File: src/rtl/serial_port_consts.svh
// Purpose: offsets, field positions, reset values and divider counts of the serial port
// Assumes: 8-bit byte addresses, 32-bit data words
// Notes: definitions only
`ifndef SERIAL_PORT_CONSTS_SVH
`define SERIAL_PORT_CONSTS_SVH

// register byte addresses
`define SP_CTRL_OFS 8'h98
`define SP_BUF_OFS 8'h9c
`define SP_CFG_OFS 8'ha0

// control register fields
`define SP_CTRL_RESET 8'h00
`define SP_RXDONE_BIT 0
`define SP_TXDONE_BIT 1
`define SP_RB8_BIT 2
`define SP_TB8_BIT 3
`define SP_REN_BIT 4
`define SP_MPE_BIT 5
`define SP_SML_BIT 6
`define SP_SMH_BIT 7

// configuration register fields
`define SP_CFG_RESET 6'h00
`define SP_VIEW_BIT 0
`define SP_FAST_BIT 1
`define SP_M0HI_BIT 2
`define SP_M0TMR_BIT 3
`define SP_DBL_BIT 4
`define SP_T2SEL_BIT 5
`define SP_TXBUSY_BIT 8
`define SP_RXBUSY_BIT 9

// shift-register mode bit periods in system clocks
`define SP_M0_COMPAT_SLOW 3'd6
`define SP_M0_COMPAT_FAST 3'd3
`define SP_M0_FAST_SLOW 3'd4
`define SP_M0_FAST_FAST 3'd2

// oversampling: last tick and sample point of a bit; data and frame bit counts
`define SP_OS_LAST 4'hf
`define SP_OS_MID 4'h7
`define SP_BITS8 4'h8
`define SP_BITS9 4'h9
`define SP_FRAME10 4'ha
`define SP_FRAME11 4'hb

`endif

File: src/rtl/serial_port_pkg.sv
// Purpose: shared types and decode helpers of the serial port
// Assumes: constants come from serial_port_consts.svh
// Notes: no storage here
package serial_port_pkg;

    typedef logic [1:0] sp_mode_t;

    typedef enum logic [1:0] {
        MODE_SHIFT,
        MODE_UART8,
        MODE_UART9_FIXED,
        MODE_UART9_VAR
    } sp_mode_e;

    typedef enum logic [2:0] {
        RX_IDLE,
        RX_START,
        RX_DATA,
        RX_STOP,
        RX_SHIFT
    } rx_state_e;

    // nine data bits on the line
    function automatic logic is_nine_bit(input sp_mode_t mode);
        return mode[1];
    endfunction

    // bit rate comes from a timer overflow
    function automatic logic is_timer_rate(input sp_mode_t mode);
        return mode[0];
    endfunction

endpackage

File: src/rtl/baud_if.sv
// Purpose: carries rate settings to the baud generator and its ticks back
// Assumes: single clock domain
// Notes: gen modport drives the ticks, user modport the settings
`timescale 1ns/1ps
`default_nettype none
interface baud_if;
    import serial_port_pkg::*;
    sp_mode_t mode;
    logic fast;
    logic m0_hi;
    logic m0_tmr;
    logic dbl;
    logic t2_sel;
    logic os_tick;
    logic m0_fall;
    logic m0_rise;

    modport gen (input mode, fast, m0_hi, m0_tmr, dbl, t2_sel,
        output os_tick, m0_fall, m0_rise);
    modport user (output mode, fast, m0_hi, m0_tmr, dbl, t2_sel,
        input os_tick, m0_fall, m0_rise);
endinterface
`default_nettype wire

File: src/rtl/baud_gen.sv
// Purpose: 16x oversample tick and shift-clock edges
// Assumes: timer overflow pulses are one cycle wide and on the same clock
// Notes: runs freely; the user waits for the next fall to begin a bit
`timescale 1ns/1ps
`default_nettype none
`include "serial_port_consts.svh"
module baud_gen
    import serial_port_pkg::*;
(
    input wire logic clk_i,
    input wire logic srst_i,
    input wire logic t1_ovf_i,
    input wire logic t2_ovf_i,
    baud_if.gen bif
);

    logic [2:0] m0_cnt_q;
    logic [2:0] m0_last;
    logic half_q;
    logic tmr_ovf;

    // shift-register mode period picked by timing style and rate bit
    always_comb begin
        if (bif.fast) begin
            m0_last = bif.m0_hi ? `SP_M0_FAST_FAST : `SP_M0_FAST_SLOW;
        end else begin
            m0_last = bif.m0_hi ? `SP_M0_COMPAT_FAST : `SP_M0_COMPAT_SLOW;
        end
    end

    assign tmr_ovf = bif.t2_sel ? t2_ovf_i : t1_ovf_i;

    // clock counter for the shift-register bit period
    always_ff @(posedge clk_i) begin
        if (srst_i || m0_cnt_q >= m0_last - 3'd1) begin
            m0_cnt_q <= 3'd0;
        end else begin
            m0_cnt_q <= m0_cnt_q + 3'd1;
        end
    end

    // halving stage shared by timer-driven and fixed rates
    always_ff @(posedge clk_i) begin
        if (srst_i) begin
            half_q <= 1'b0;
        end else if (bif.mode == MODE_UART9_FIXED) begin
            half_q <= ~half_q;
        end else if (bif.mode == MODE_SHIFT ? t1_ovf_i : tmr_ovf) begin
            half_q <= ~half_q;
        end
    end

    // oversample tick: fixed clock fraction or timer overflows
    always_comb begin
        if (bif.mode == MODE_UART9_FIXED) begin
            bif.os_tick = bif.dbl | half_q;
        end else if (is_timer_rate(bif.mode)) begin
            bif.os_tick = tmr_ovf & (bif.dbl | half_q);
        end else begin
            bif.os_tick = 1'b0;
        end
    end

    // shift clock edges: alternate timer 1 overflows, or counter at zero and at half the period rounded down
    always_comb begin
        if (bif.m0_tmr) begin
            bif.m0_fall = t1_ovf_i & ~half_q;
            bif.m0_rise = t1_ovf_i & half_q;
        end else begin
            bif.m0_fall = (m0_cnt_q == 3'd0);
            bif.m0_rise = (m0_cnt_q == (m0_last >> 1));
        end
    end

endmodule
`default_nettype wire

File: src/rtl/serial_port.sv
// Purpose: full-duplex serial port with shift-register and uart modes
// Assumes: classic Wishbone slave, timer overflows on the same clock
// Notes: interrupt is the or of the two done flags
//
// Summary of operation
// - transmitter and receiver run independently, simultaneously; code holds shift receive while transmitting
// - receiver assembles next byte while one held
// - set receive done flag makes the new byte lost
// - buffer write loads transmit, read returns receive
// - shift mode: data on rxd, clock on txd
// - shift rate 1/6,1/3,1/4,1/2 or timer 1
// - 8-bit frame ten bits, stop into rb8
// - 9-bit frame eleven bits, ninth from tb8
// - 9-bit receive stores ninth bit, not stop
// - fixed 9-bit mode at 1/16 or 1/32
// - variable 9-bit mode uses timer overflows
// - every buffer write starts a transmission
// - shift receive starts when done clear, enabled; code also waits for transmitter idle
// - async receive starts on start bit if enabled
// - interrupt on receive full or transmit done
// - control register bit layout, resets to zero
// - two mode bits select the four modes
// - framing error set by bad stop, software clears
// - bit 7 shows error flag or mode bit
//
// The Wishbone register port was decided locally.
`timescale 1ns/1ps
`default_nettype none
`include "serial_port_consts.svh"
module serial_port
    import serial_port_pkg::*;
(
    input wire logic CLK_I,
    input wire logic SRST_I,
    input wire logic [7:0] ADR_I,
    input wire logic [31:0] DAT_I,
    output logic [31:0] DAT_O,
    input wire logic WE_I,
    input wire logic [3:0] SEL_I,
    input wire logic CYC_I,
    input wire logic STB_I,
    output logic ACK_O,
    output logic ERR_O,
    input wire logic RXD_I,
    output logic RXD_O,
    output logic RXD_OE_O,
    output logic TXD_O,
    input wire logic T1_OVF_I,
    input wire logic T2_OVF_I,
    output logic SERIAL_IRQ_O
);

    ////////////////////////////////////////////////////////////////////////////
    // declarations

    baud_if bif ();

    logic mode_sel_high_q, mode_sel_low_q, multiproc_enable_q, rx_enable_q;
    logic tx_ninth_bit_q, rx_ninth_bit_q, tx_done_flag_q, rx_done_flag_q;
    logic framing_err_flag_q;
    logic [5:0] cfg_q;
    logic [7:0] rx_buf_q;
    sp_mode_t mode;
    logic wb_req, wb_hit, ctrl_wr, buf_wr, cfg_wr;
    logic rxd_meta_q, rxd_s_q, rxd_prev_q;
    logic tx_busy_q, tx_armed_q, tx_fin_q;
    logic [10:0] tx_shift_q;
    logic [3:0] tx_cnt_q, tx_os_q;
    rx_state_e rx_state_q;
    logic rx_armed_q, rx_fin_q, rx_b9_q;
    logic [8:0] rx_shift_q;
    logic [3:0] rx_cnt_q, rx_os_q;
    logic [7:0] ctrl_rd;
    logic m0_active, rx_accept;

    assign mode = {mode_sel_high_q, mode_sel_low_q};

    ////////////////////////////////////////////////////////////////////////////
    // baud generator

    assign bif.mode = mode;
    assign bif.fast = cfg_q[`SP_FAST_BIT];
    assign bif.m0_hi = cfg_q[`SP_M0HI_BIT];
    assign bif.m0_tmr = cfg_q[`SP_M0TMR_BIT];
    assign bif.dbl = cfg_q[`SP_DBL_BIT];
    assign bif.t2_sel = cfg_q[`SP_T2SEL_BIT];

    baud_gen u_baud (
        .clk_i(CLK_I),
        .srst_i(SRST_I),
        .t1_ovf_i(T1_OVF_I),
        .t2_ovf_i(T2_OVF_I),
        .bif(bif)
    );

    ////////////////////////////////////////////////////////////////////////////
    // wishbone slave

    // request taken once, in the cycle before ack
    assign wb_req = CYC_I & STB_I & ~ACK_O & ~ERR_O;
    assign wb_hit = (ADR_I == `SP_CTRL_OFS) || (ADR_I == `SP_BUF_OFS) ||
        (ADR_I == `SP_CFG_OFS);
    assign ctrl_wr = wb_req & WE_I & SEL_I[0] & (ADR_I == `SP_CTRL_OFS);
    assign buf_wr = wb_req & WE_I & SEL_I[0] & (ADR_I == `SP_BUF_OFS);
    assign cfg_wr = wb_req & WE_I & SEL_I[0] & (ADR_I == `SP_CFG_OFS);

    // bit 7 shows the error flag or the high mode bit
    assign ctrl_rd = {cfg_q[`SP_VIEW_BIT] ? framing_err_flag_q : mode_sel_high_q,
        mode_sel_low_q, multiproc_enable_q, rx_enable_q, tx_ninth_bit_q,
        rx_ninth_bit_q, tx_done_flag_q, rx_done_flag_q};

    // answer one cycle after the request; err if unmapped
    always_ff @(posedge CLK_I) begin
        if (SRST_I) begin
            ACK_O <= 1'b0;
            ERR_O <= 1'b0;
        end else begin
            ACK_O <= wb_req & wb_hit;
            ERR_O <= wb_req & ~wb_hit;
        end
    end

    // read data; buffer reads the separate receive register
    always_ff @(posedge CLK_I) begin
        if (SRST_I) begin
            DAT_O <= 32'h0;
        end else if (wb_req && !WE_I) begin
            unique case (ADR_I)
                `SP_CTRL_OFS: DAT_O <= {24'h0, ctrl_rd};
                `SP_BUF_OFS: DAT_O <= {24'h0, rx_buf_q};
                `SP_CFG_OFS: DAT_O <= {22'h0, (rx_state_q != RX_IDLE), tx_busy_q,
                    2'b00, cfg_q};
                default: DAT_O <= 32'h0;
            endcase
        end
    end

    ////////////////////////////////////////////////////////////////////////////
    // control and configuration registers

    // a receive completion is kept only if the receive done flag was cleared
    assign rx_accept = rx_fin_q & ~rx_done_flag_q &
        (rx_state_q == RX_IDLE) &
        (mode == MODE_SHIFT || !is_nine_bit(mode) || !multiproc_enable_q ||
        rx_b9_q);

    // software fields; hardware sets win over a same-cycle clear
    always_ff @(posedge CLK_I) begin
        if (SRST_I) begin
            {mode_sel_high_q, mode_sel_low_q, multiproc_enable_q, rx_enable_q} <= 4'h0;
            tx_ninth_bit_q <= 1'b0;
            tx_done_flag_q <= 1'b0;
            rx_done_flag_q <= 1'b0;
            framing_err_flag_q <= 1'b0;
        end else begin
            if (ctrl_wr) begin
                if (!cfg_q[`SP_VIEW_BIT]) begin
                    mode_sel_high_q <= DAT_I[`SP_SMH_BIT];
                end
                mode_sel_low_q <= DAT_I[`SP_SML_BIT];
                multiproc_enable_q <= DAT_I[`SP_MPE_BIT];
                rx_enable_q <= DAT_I[`SP_REN_BIT];
                tx_ninth_bit_q <= DAT_I[`SP_TB8_BIT];
            end
            tx_done_flag_q <= (ctrl_wr ? DAT_I[`SP_TXDONE_BIT] : tx_done_flag_q) |
                tx_fin_q;
            rx_done_flag_q <= (ctrl_wr ? DAT_I[`SP_RXDONE_BIT] : rx_done_flag_q) |
                rx_accept;
            framing_err_flag_q <= ((ctrl_wr && cfg_q[`SP_VIEW_BIT]) ?
                DAT_I[`SP_SMH_BIT] : framing_err_flag_q) |
                (rx_fin_q & (mode != MODE_SHIFT) & ~rx_shift_q[8]);
        end
    end

    // received byte loaded only on acceptance; ninth bit on acceptance in the uart modes, or on a control write
    always_ff @(posedge CLK_I) begin
        if (SRST_I) begin
            rx_buf_q <= 8'h0;
            rx_ninth_bit_q <= 1'b0;
        end else if (rx_accept) begin
            rx_buf_q <= rx_shift_q[7:0];
            if (is_nine_bit(mode)) begin
                rx_ninth_bit_q <= rx_b9_q;
            end else if (mode == MODE_UART8) begin
                rx_ninth_bit_q <= rx_shift_q[8];
            end
        end else if (ctrl_wr) begin
            rx_ninth_bit_q <= DAT_I[`SP_RB8_BIT];
        end
    end

    // own configuration: bit-7 view, timing style, rate selects
    always_ff @(posedge CLK_I) begin
        if (SRST_I) begin
            cfg_q <= `SP_CFG_RESET;
        end else if (cfg_wr) begin
            cfg_q <= DAT_I[5:0];
        end
    end

    // interrupt request follows the two done flags
    always_ff @(posedge CLK_I) begin
        if (SRST_I) begin
            SERIAL_IRQ_O <= 1'b0;
        end else begin
            SERIAL_IRQ_O <= tx_done_flag_q | rx_done_flag_q;
        end
    end

    ////////////////////////////////////////////////////////////////////////////
    // receive pin synchroniser

    always_ff @(posedge CLK_I) begin
        if (SRST_I) begin
            rxd_meta_q <= 1'b1;
            rxd_s_q <= 1'b1;
            rxd_prev_q <= 1'b1;
        end else begin
            rxd_meta_q <= RXD_I;
            rxd_s_q <= rxd_meta_q;
            rxd_prev_q <= rxd_s_q;
        end
    end

    ////////////////////////////////////////////////////////////////////////////
    // transmitter

    // any buffer write restarts the transmitter
    always_ff @(posedge CLK_I) begin
        if (SRST_I) begin
            tx_busy_q <= 1'b0;
            tx_armed_q <= 1'b0;
            tx_fin_q <= 1'b0;
            tx_shift_q <= 11'h7ff;
            tx_cnt_q <= 4'h0;
            tx_os_q <= 4'h0;
        end else begin
            tx_fin_q <= 1'b0;
            if (buf_wr) begin
                tx_busy_q <= 1'b1;
                tx_armed_q <= 1'b0;
                tx_os_q <= 4'h0;
                if (mode == MODE_SHIFT) begin
                    tx_shift_q <= {3'b111, DAT_I[7:0]};
                    tx_cnt_q <= `SP_BITS8;
                end else if (is_nine_bit(mode)) begin
                    tx_shift_q <= {1'b1, tx_ninth_bit_q, DAT_I[7:0], 1'b0};
                    tx_cnt_q <= `SP_FRAME11;
                end else begin
                    tx_shift_q <= {2'b11, DAT_I[7:0], 1'b0};
                    tx_cnt_q <= `SP_FRAME10;
                end
            end else if (tx_busy_q && mode == MODE_SHIFT) begin
                // bit goes out on the fall, moves on at the rise
                if (bif.m0_fall) begin
                    tx_armed_q <= 1'b1;
                end else if (bif.m0_rise && tx_armed_q) begin
                    tx_shift_q <= {1'b1, tx_shift_q[10:1]};
                    tx_cnt_q <= tx_cnt_q - 4'h1;
                    if (tx_cnt_q == 4'h1) begin
                        tx_busy_q <= 1'b0;
                        tx_fin_q <= 1'b1;
                    end
                end
            end else if (tx_busy_q && bif.os_tick) begin
                tx_os_q <= tx_os_q + 4'h1;
                if (tx_os_q == `SP_OS_LAST) begin
                    tx_shift_q <= {1'b1, tx_shift_q[10:1]};
                    tx_cnt_q <= tx_cnt_q - 4'h1;
                    if (tx_cnt_q == 4'h1) begin
                        tx_busy_q <= 1'b0;
                        tx_fin_q <= 1'b1;
                    end
                end
            end
        end
    end

    ////////////////////////////////////////////////////////////////////////////
    // receiver

    // async frames sampled mid-bit; shift mode sampled at clock rise
    always_ff @(posedge CLK_I) begin
        if (SRST_I) begin
            rx_state_q <= RX_IDLE;
            rx_armed_q <= 1'b0;
            rx_fin_q <= 1'b0;
            rx_b9_q <= 1'b0;
            rx_shift_q <= 9'h0;
            rx_cnt_q <= 4'h0;
            rx_os_q <= 4'h0;
        end else begin
            rx_fin_q <= 1'b0;
            unique case (rx_state_q)
                RX_IDLE: begin
                    rx_os_q <= 4'h0;
                    rx_armed_q <= 1'b0;
                    rx_cnt_q <= 4'h0;
                    if (mode == MODE_SHIFT) begin
                        if (!rx_done_flag_q && rx_enable_q && !tx_busy_q && !rx_fin_q) begin
                            rx_state_q <= RX_SHIFT;
                        end
                    end else if (rx_enable_q && rxd_prev_q && !rxd_s_q) begin
                        rx_state_q <= RX_START;
                    end
                end
                RX_SHIFT: begin
                    if (mode != MODE_SHIFT || !rx_enable_q) begin
                        rx_state_q <= RX_IDLE;
                    end else if (bif.m0_fall) begin
                        rx_armed_q <= 1'b1;
                    end else if (bif.m0_rise && rx_armed_q) begin
                        rx_shift_q <= {1'b1, rxd_s_q, rx_shift_q[7:1]};
                        rx_cnt_q <= rx_cnt_q + 4'h1;
                        if (rx_cnt_q == `SP_BITS8 - 4'h1) begin
                            rx_state_q <= RX_IDLE;
                            rx_fin_q <= 1'b1;
                        end
                    end
                end
                RX_START, RX_DATA, RX_STOP: begin
                    if (bif.os_tick) begin
                        rx_os_q <= rx_os_q + 4'h1;
                    end
                    if (bif.os_tick && rx_os_q == `SP_OS_MID) begin
                        if (rx_state_q == RX_START) begin
                            // a start bit that is high again was noise
                            rx_state_q <= rxd_s_q ? RX_IDLE : RX_DATA;
                        end else if (rx_state_q == RX_DATA) begin
                            rx_cnt_q <= rx_cnt_q + 4'h1;
                            if (rx_cnt_q == `SP_BITS8) begin
                                rx_b9_q <= rxd_s_q;
                            end else begin
                                rx_shift_q[7:0] <= {rxd_s_q, rx_shift_q[7:1]};
                            end
                            if (rx_cnt_q == (is_nine_bit(mode) ? `SP_BITS9 : `SP_BITS8) - 4'h1) begin
                                rx_state_q <= RX_STOP;
                            end
                        end else begin
                            // done at mid stop bit so the next edge is seen
                            rx_shift_q[8] <= rxd_s_q;
                            rx_state_q <= RX_IDLE;
                            rx_fin_q <= 1'b1;
                        end
                    end
                end
                default: rx_state_q <= RX_IDLE;
            endcase
        end
    end

    ////////////////////////////////////////////////////////////////////////////
    // pins

    assign m0_active = (mode == MODE_SHIFT) && (tx_busy_q || rx_state_q == RX_SHIFT);

    // txd carries the shift clock in shift mode, the frame otherwise
    always_ff @(posedge CLK_I) begin
        if (SRST_I) begin
            TXD_O <= 1'b1;
        end else if (mode == MODE_SHIFT) begin
            if (!m0_active || bif.m0_rise) begin
                TXD_O <= 1'b1;
            end else if (bif.m0_fall) begin
                TXD_O <= 1'b0;
            end
        end else begin
            TXD_O <= tx_busy_q ? tx_shift_q[0] : 1'b1;
        end
    end

    // rxd driven only while shifting out
    always_ff @(posedge CLK_I) begin
        if (SRST_I) begin
            RXD_O <= 1'b1;
            RXD_OE_O <= 1'b0;
        end else begin
            RXD_OE_O <= (mode == MODE_SHIFT) && tx_busy_q && tx_armed_q;
            if (bif.m0_fall) begin
                RXD_O <= tx_shift_q[0];
            end
        end
    end

endmodule
`default_nettype wire

File: config.mk
export PLATFORM = sky130hd
export DESIGN_NAME = serial_port
export DESIGN_NICKNAME = d
export VERILOG_FILES = /design/src/rtl/serial_port_pkg.sv /design/src/rtl/baud_if.sv /design/src/rtl/baud_gen.sv /design/src/rtl/serial_port.sv
export VERILOG_INCLUDE_DIRS = /design/src /design/src/rtl
export SDC_FILE = /design/constraint.sdc
export NUM_CORES = 1
export LEC_CHECK = 0
export BUFFER_PORTS_ARGS = -buffer_cell sky130_fd_sc_hd__buf_2
export CAP_MARGIN = 25
export CORE_MARGIN = 10
export CORE_UTILIZATION = 30
export DETAILED_ROUTE_END_ITERATION = 16
export GPL_ROUTABILITY_DRIVEN = 0
export HOLD_SLACK_MARGIN = 0.15
export PLACE_DENSITY = 0.58
export SYNTH_ARGS = -nofsm -noshare
export SYNTH_HDL_FRONTEND = slang
export SYNTH_HIERARCHICAL = 1
export SYNTH_SLANG_ARGS = --single-unit
File: constraint.sdc
create_clock -name CLK_I -period 2.8 [get_ports CLK_I]
set_clock_uncertainty 0.2 [all_clocks]
set_input_delay 0.14 -clock CLK_I [delete_from_list [all_inputs] [get_ports CLK_I]]
set_output_delay 0.14 -clock CLK_I [all_outputs]
set_load 0.05 [all_outputs]
After elaboration in Yosys (flattened, before gate mapping)
Index checks and enable logic that the tools add are counted.
{"block": "totals", "regBits": 113, "wordCells": 268}
{"block": "op_classes", "add_sub_neg": 7, "magnitude_cmp": 1, "eq_ne": 36, "n_mux": 96, "n_bitwise": 32, "n_reduce_logical": 59}
{"op": "2-to-1 mux 11 bit", "n": 6}
{"op": "2-to-1 mux 4 bit", "n": 13}
{"op": "2-to-1 mux 1 bit", "n": 45}
{"op": "2-to-1 mux 9 bit", "n": 5}
{"op": "2-to-1 mux 3 bit", "n": 14}
{"op": "case mux 10 bit (3 select lines)", "n": 1}
{"op": "== test 8 bit, second input constant", "n": 3}
{"op": "AND reduction 7 bit", "n": 3}
{"op": "2-to-1 mux 10 bit", "n": 2}
{"op": "!= test 2 bit, second input constant", "n": 10}
{"op": "bitwise AND 1 bit", "n": 18}
{"op": "case mux 9 bit (2 select lines)", "n": 1}
{"op": "2-to-1 mux 8 bit", "n": 2}
{"op": "logical AND 1 bit", "n": 14}
{"op": "adder 4 x 1 -> 4 bit, second input constant", "n": 3}
{"op": "!= test 3 x 2 -> 1 bit, second input constant", "n": 4}
{"op": "!= test 3 bit, second input constant", "n": 4}
{"op": "case mux 4 bit (3 select lines)", "n": 1}
{"op": "nonzero test 2 bit", "n": 6}
{"op": "nonzero test 3 bit", "n": 4}
{"op": "AND reduction 2 bit", "n": 5}
{"op": "logical NOT 1 bit", "n": 9}
{"op": "logical OR 1 bit", "n": 9}
{"op": "inverter 1 bit", "n": 9}
{"op": "other kinds (29)", "n": 40}

Logic depth before layout (Yosys ltp)
{"block": "logic_depth", "word_depth": 9, "ltp_mapped": 10}

Modules after synthesis
Netlist, hierarchy kept.
{"mod": "serial_port", "n_inst": 1, "cells_per_inst": 491, "area_per_inst_um2": 4235.3, "seq_area_each_um2": 1721.7}
{"mod": "baud_gen", "n_inst": 1, "cells_per_inst": 43, "area_per_inst_um2": 391.6, "seq_area_each_um2": 80.1}

Worst setup path after synthesis
Ideal clock, no wire load.
{"block": "synth_timing", "path_type": "register to register", "from": "register mode_sel_low_q", "to": "register tx_busy_q", "setup_time_ns": 0.132, "arrival_time_ns": 2.101, "required_time_ns": 2.468, "setup_slack_ns": 0.367, "path_stages_with_launch": 9, "path_buffers": 1, "period_less_slack_ns": 2.433, "cell_sequence": "dfxtp_1 > o22ai_1 > a21oi_1 > o211a_1 > buf_2 > a32oi_1 > or4b_1 > nand2_1 > a21oi_1"}
{"block": "synth_between", "elab_chain_cells": 5, "word_cells_on_any_way": 13}
{"element": "from (decl)", "line_no": "serial_port.sv:58", "text": "logic mode_sel_high_q, mode_sel_low_q, multiproc_enable_q, rx_enable_q;"}
{"element": "from (signal assigned)", "line_no": "serial_port.sv:160", "text": "mode_sel_low_q <= DAT_I[`SP_SML_BIT];"}
{"element": "== test 2 bit or 2-to-1 mux 1 bit (tied branches)", "line_no": "baud_gen.sv:55, baud_gen.sv:57"}
{"element": "2-to-1 mux 1 bit *", "line_no": "baud_gen.sv:55", "text": "if (bif.mode == MODE_UART9_FIXED) begin"}
{"element": "via bif.os_tick", "line_no": "baud_if.sv:14", "text": "logic os_tick;"}
{"element": "logical AND 1 bit *", "line_no": "serial_port.sv:265", "text": "end else if (tx_busy_q && bif.os_tick) begin"}
{"element": "nonzero test 3 bit (no line) *"}
{"element": "AND reduction 4 bit (no line) *"}
{"element": "to (signal assigned)", "line_no": "serial_port.sv:240", "text": "tx_busy_q <= 1'b1;"}
{"element": "to (signal assigned)", "line_no": "serial_port.sv:261", "text": "tx_busy_q <= 1'b0;"}
{"element": "to (signal assigned)", "line_no": "serial_port.sv:271", "text": "tx_busy_q <= 1'b0;"}
{"element": "to (decl)", "line_no": "serial_port.sv:66", "text": "logic tx_busy_q, tx_armed_q, tx_fin_q;"}
The timed path passes the listed nets; every way through them passes the cells marked *.
A chain may end at the register's enable or synchronous reset.

Worst setup path after layout
{"block": "layout_timing", "from": "input port ADR_I[1]", "to": "register framing_err_flag_q"}
{"block": "layout_between", "elab_chain_cells": 5}
{"element": "from (decl)", "line_no": "serial_port.sv:35", "text": "input wire logic [7:0] ADR_I,"}
{"element": "== test 8 bit"}
{"element": "bitwise AND 1 bit", "line_no": "serial_port.sv:103", "text": "assign ctrl_wr = wb_req & WE_I & SEL_I[0] & (ADR_I == `SP_CTRL_OFS);"}
{"element": "logical AND 1 bit", "line_no": "serial_port.sv:169", "text": "framing_err_flag_q <= ((ctrl_wr && cfg_q[`SP_VIEW_BIT]) ?"}
{"element": "2-to-1 mux 1 bit", "line_no": "serial_port.sv:169"}
{"element": "OR 1 bit", "line_no": "serial_port.sv:169"}
{"element": "to (signal assigned)", "line_no": "serial_port.sv:169"}
{"element": "to (decl)", "line_no": "serial_port.sv:60", "text": "logic framing_err_flag_q;"}
Every way passes these cells.

==> run metrics <==
status=finished, final reports clean; dpl hpwl=between 8 and 9 mm; post-synth top area share=0.389; Worst setup SP type=input pin; worst-path cell chain=dlygate4sd3_1 -> buf_2 -> or4b_4 -> nor4_4 -> dlygate4sd3_1 -> nand2_1 -> nor3_1 -> a211oi_1; most common cell in the netlist=dfxtp_1; grt total ovfl=0; Post-CTS Setup Bufs=0; Num CTS Buffers=9; RSZ-0062 raised after global routing=false; Max VDD drop=roughly 0.3 mV; Netlist cell types=67; most used cell, CP=dlygate4sd3_1; reg2reg path depth=6; f_max=376 MHz; Levels on crit path=8; Slew Limit Fails=0; synth top area cells=dfxtp_1 (39%), mux2i_1 (8.0%), nand2_1 (4.5%); die area=just over 20000 sq um; Lkg Pwr=approximately 2.2 nW; Post-DRT Antenna Nets=0; effective utilization at floorplan=0.305; sequential area share after synthesis=0.389; met3 wire length=just under 700 microns; reg2reg setup slack=roughly 0.19 ns; synthesis-to-layout area growth=20.4%; timing endpoint of the critical path=framing_err_flag_q; ys flop type=dfxtp_1; n_diodes=0; hold violation total from the final report=0; number of global-route vias before repair=3862; worst reg2reg endpoint=framing_err_flag_q; largest net degree at the start of global routing=82; root buffer selected by CTS=clkbuf_16; Port Buffers=40; number of remaining DRC errors=0; Vias=about 4000; met2 wire length=5.70 mm; crit end category=register; Mapped Avg Cell Area=8.66 sq um; commonest cells in the netlist=dfxtp_1 (90), nand2_1 (56), nor2_1 (43); # rows=45; layout cells sized above 1=0.148; fin crit share=0.949; number of synthesized flops with an enable pin=0; post-route minimum period=2.66 ns; CP required=2.82 ns; Max Cap Violations=0; 1st-pass router iterations=4; Slew HR=0.540; Core Area=between 15000 and 20000 sq um; Worst-Margin Slew=between 0.6 and 0.7 ns; drt total wl=~12 mm; DR WL/cell=~15 microns; first-pass GRT wire length=slightly below 20 mm; Die W=approximately 140 microns; r2r startpoint=ACK_O; final setup vio count=0; CP Max Fanout=4; Vias/cell=between 4 and 5; Hold Path Class=in2reg; die height=between 100 and 150 microns; ys async rst share=0; Power Dens Cells=480 nW/um^2; antenna violations before repair=0; Synth Warn #=6; Setup CP Type=in2reg; highest routed layer=met4; final net count=roughly 670; Worst Setup SP=ADR_I[1]; First DRT Iteration DRCs=about 290; Buffers & Inverters on Critical Path=3; post-route cell area=between 5000 and 6000 sq um; clk sinks=90; GR Util All Layers=0.115; cells after synthesis=534; Longest Clk Path Bufs=2; biggest area consumer among synthesized cells=dfxtp_1; CTS tree=done; Top delay family on crit path=buffers and inverters; max incr delay on CP=0.68 ns; Placed Area=5040 sq um; clock transition at the registers of the reported paths=~0.06 ns; setup TNS=0 ns; CP arrival=between 2 and 3 ns; I/O pins=90; Clock Latency Late Sink=0.35 ns; wire length on met1=5.35 mm; H-tree levels=3; Crit-path slowest cell=dlygate4sd3_1; Cell Area, Synth=roughly 4600 sq um; Seq cells post-synth=90
-- area by class of cell --
type | instances | area [sq um]
fillers | 1540 | 9570
clock inverters | 3 | 15.0
flip-flops and latches | 90 | 1800
clock buffers | 12 | 256
repair buffers | 86 | 636
multi-input cells | 397 | 2560
inverters | 19 | 71.3
well taps | 188 | 235
-- per-stage QoR --
stage                     setup WS (ns)   util  instances  total power, mW  hold slack, ns
after floorplan                   0.367      -        555             1.51          0.0168
after global placement            0.160  0.333        754             1.55           0.130
after detailed placement         0.0859  0.333        754             1.56           0.140
after CTS                        0.0455  0.368        795             2.71           0.153
after global routing             0.0177  0.368        795             2.77           0.204
final                             0.142  0.368        795             2.68           0.160
-- logic make-up (layout without fill, tap and decap cells) --
kind of cell / Yosys count / after routing / share of synthesized area
fa+ha+maj: 14 / 14 / 0.0379
simple gates: 210 / 210 / 0.242
flops: 90 / 90 / 0.389
compound gates: 103 / 103 / 0.151
mux: 39 / 39 / 0.0857
xor+xnor: 9 / 9 / 0.0170
other cells: 1 / 22 / 0.000810
buf+inv: 68 / 120 / 0.0768
-- worst min-delay path by stage --
stage / from / endpoint / slack, ns / cells after the start
2_1_floorplan: SRST_I / u_baud/m0_cnt_q[2] / 0.02 / 1
3_3_place_gp: RXD_I / rxd_meta_q / 0.13 / 2
3_5_place_dp: RXD_I / rxd_meta_q / 0.14 / 2
4_1_cts: CYC_I / ERR_O / 0.15 / 3
5_1_grt: ADR_I[3] / DAT_O[9] / 0.20 / 5
6_report: CYC_I / ERR_O / 0.16 / 3
-- report_power, final --
part           switching (mW)  leakage [nW]  internal (mW)
combinational           0.170          1.32         0.0777
sequential             0.0110         0.727           1.29
clock                   0.486         0.138          0.641
total                   0.667          2.19           2.01
-- repair_timing --
item                       4_1_cts  5_1_grt
setup endpoints to repair        0        5
hold buffers                    26        0
gates resized for setup          0        2
hold endpoints to repair        35        0
-- layout by cell type, fill, tap and decap left out, drive strengths merged, types with 4 or more instances in the layout --
master,netlist,final
and2,4,4
clkbuf,19,12
or2,5,5
dlygate4sd3,0,26
a21o,10,10
nand2,56,56
o21ai,17,17
inv,19,19
buf,30,60
nor2,43,43
nor3,21,21
o211ai,4,4
nand2b,7,7
nand3,20,20
nor3b,6,6
a32o,7,7
dfxtp,90,90
nand4,5,5
mux2i,37,37
xnor2,5,5
nand4b,4,4
a32oi,4,4
nor4,5,5
conb,1,22
nor2b,7,7
ha,14,14
xor2,4,4
a21oi,33,33
-- flip-flops by register name, indices dropped and copies added (netlist names), 4 cells and up --
| name | count |
|---|---|
| DAT_O | 10 |
| cfg_q | 6 |
| rx_buf_q | 8 |
| rx_cnt_q | 4 |
| rx_os_q | 4 |
| rx_shift_q | 9 |
| tx_cnt_q | 4 |
| tx_os_q | 4 |
| tx_shift_q | 10 |
-- routing by layer --
metal  up-vias  track usage
li1       1996            -
met1      1873        0.143
met2        84        0.189
met3        18       0.0312
met4         0       0.0394
met5         -            0
-- worst min-delay path, delay by kind of cell --
kind	cells	cell delay, ns
buffers and inverters	1	0.09
AND/OR/NAND/NOR	2	0.41
No activity file was read; power rests on OpenSTA's default activity.
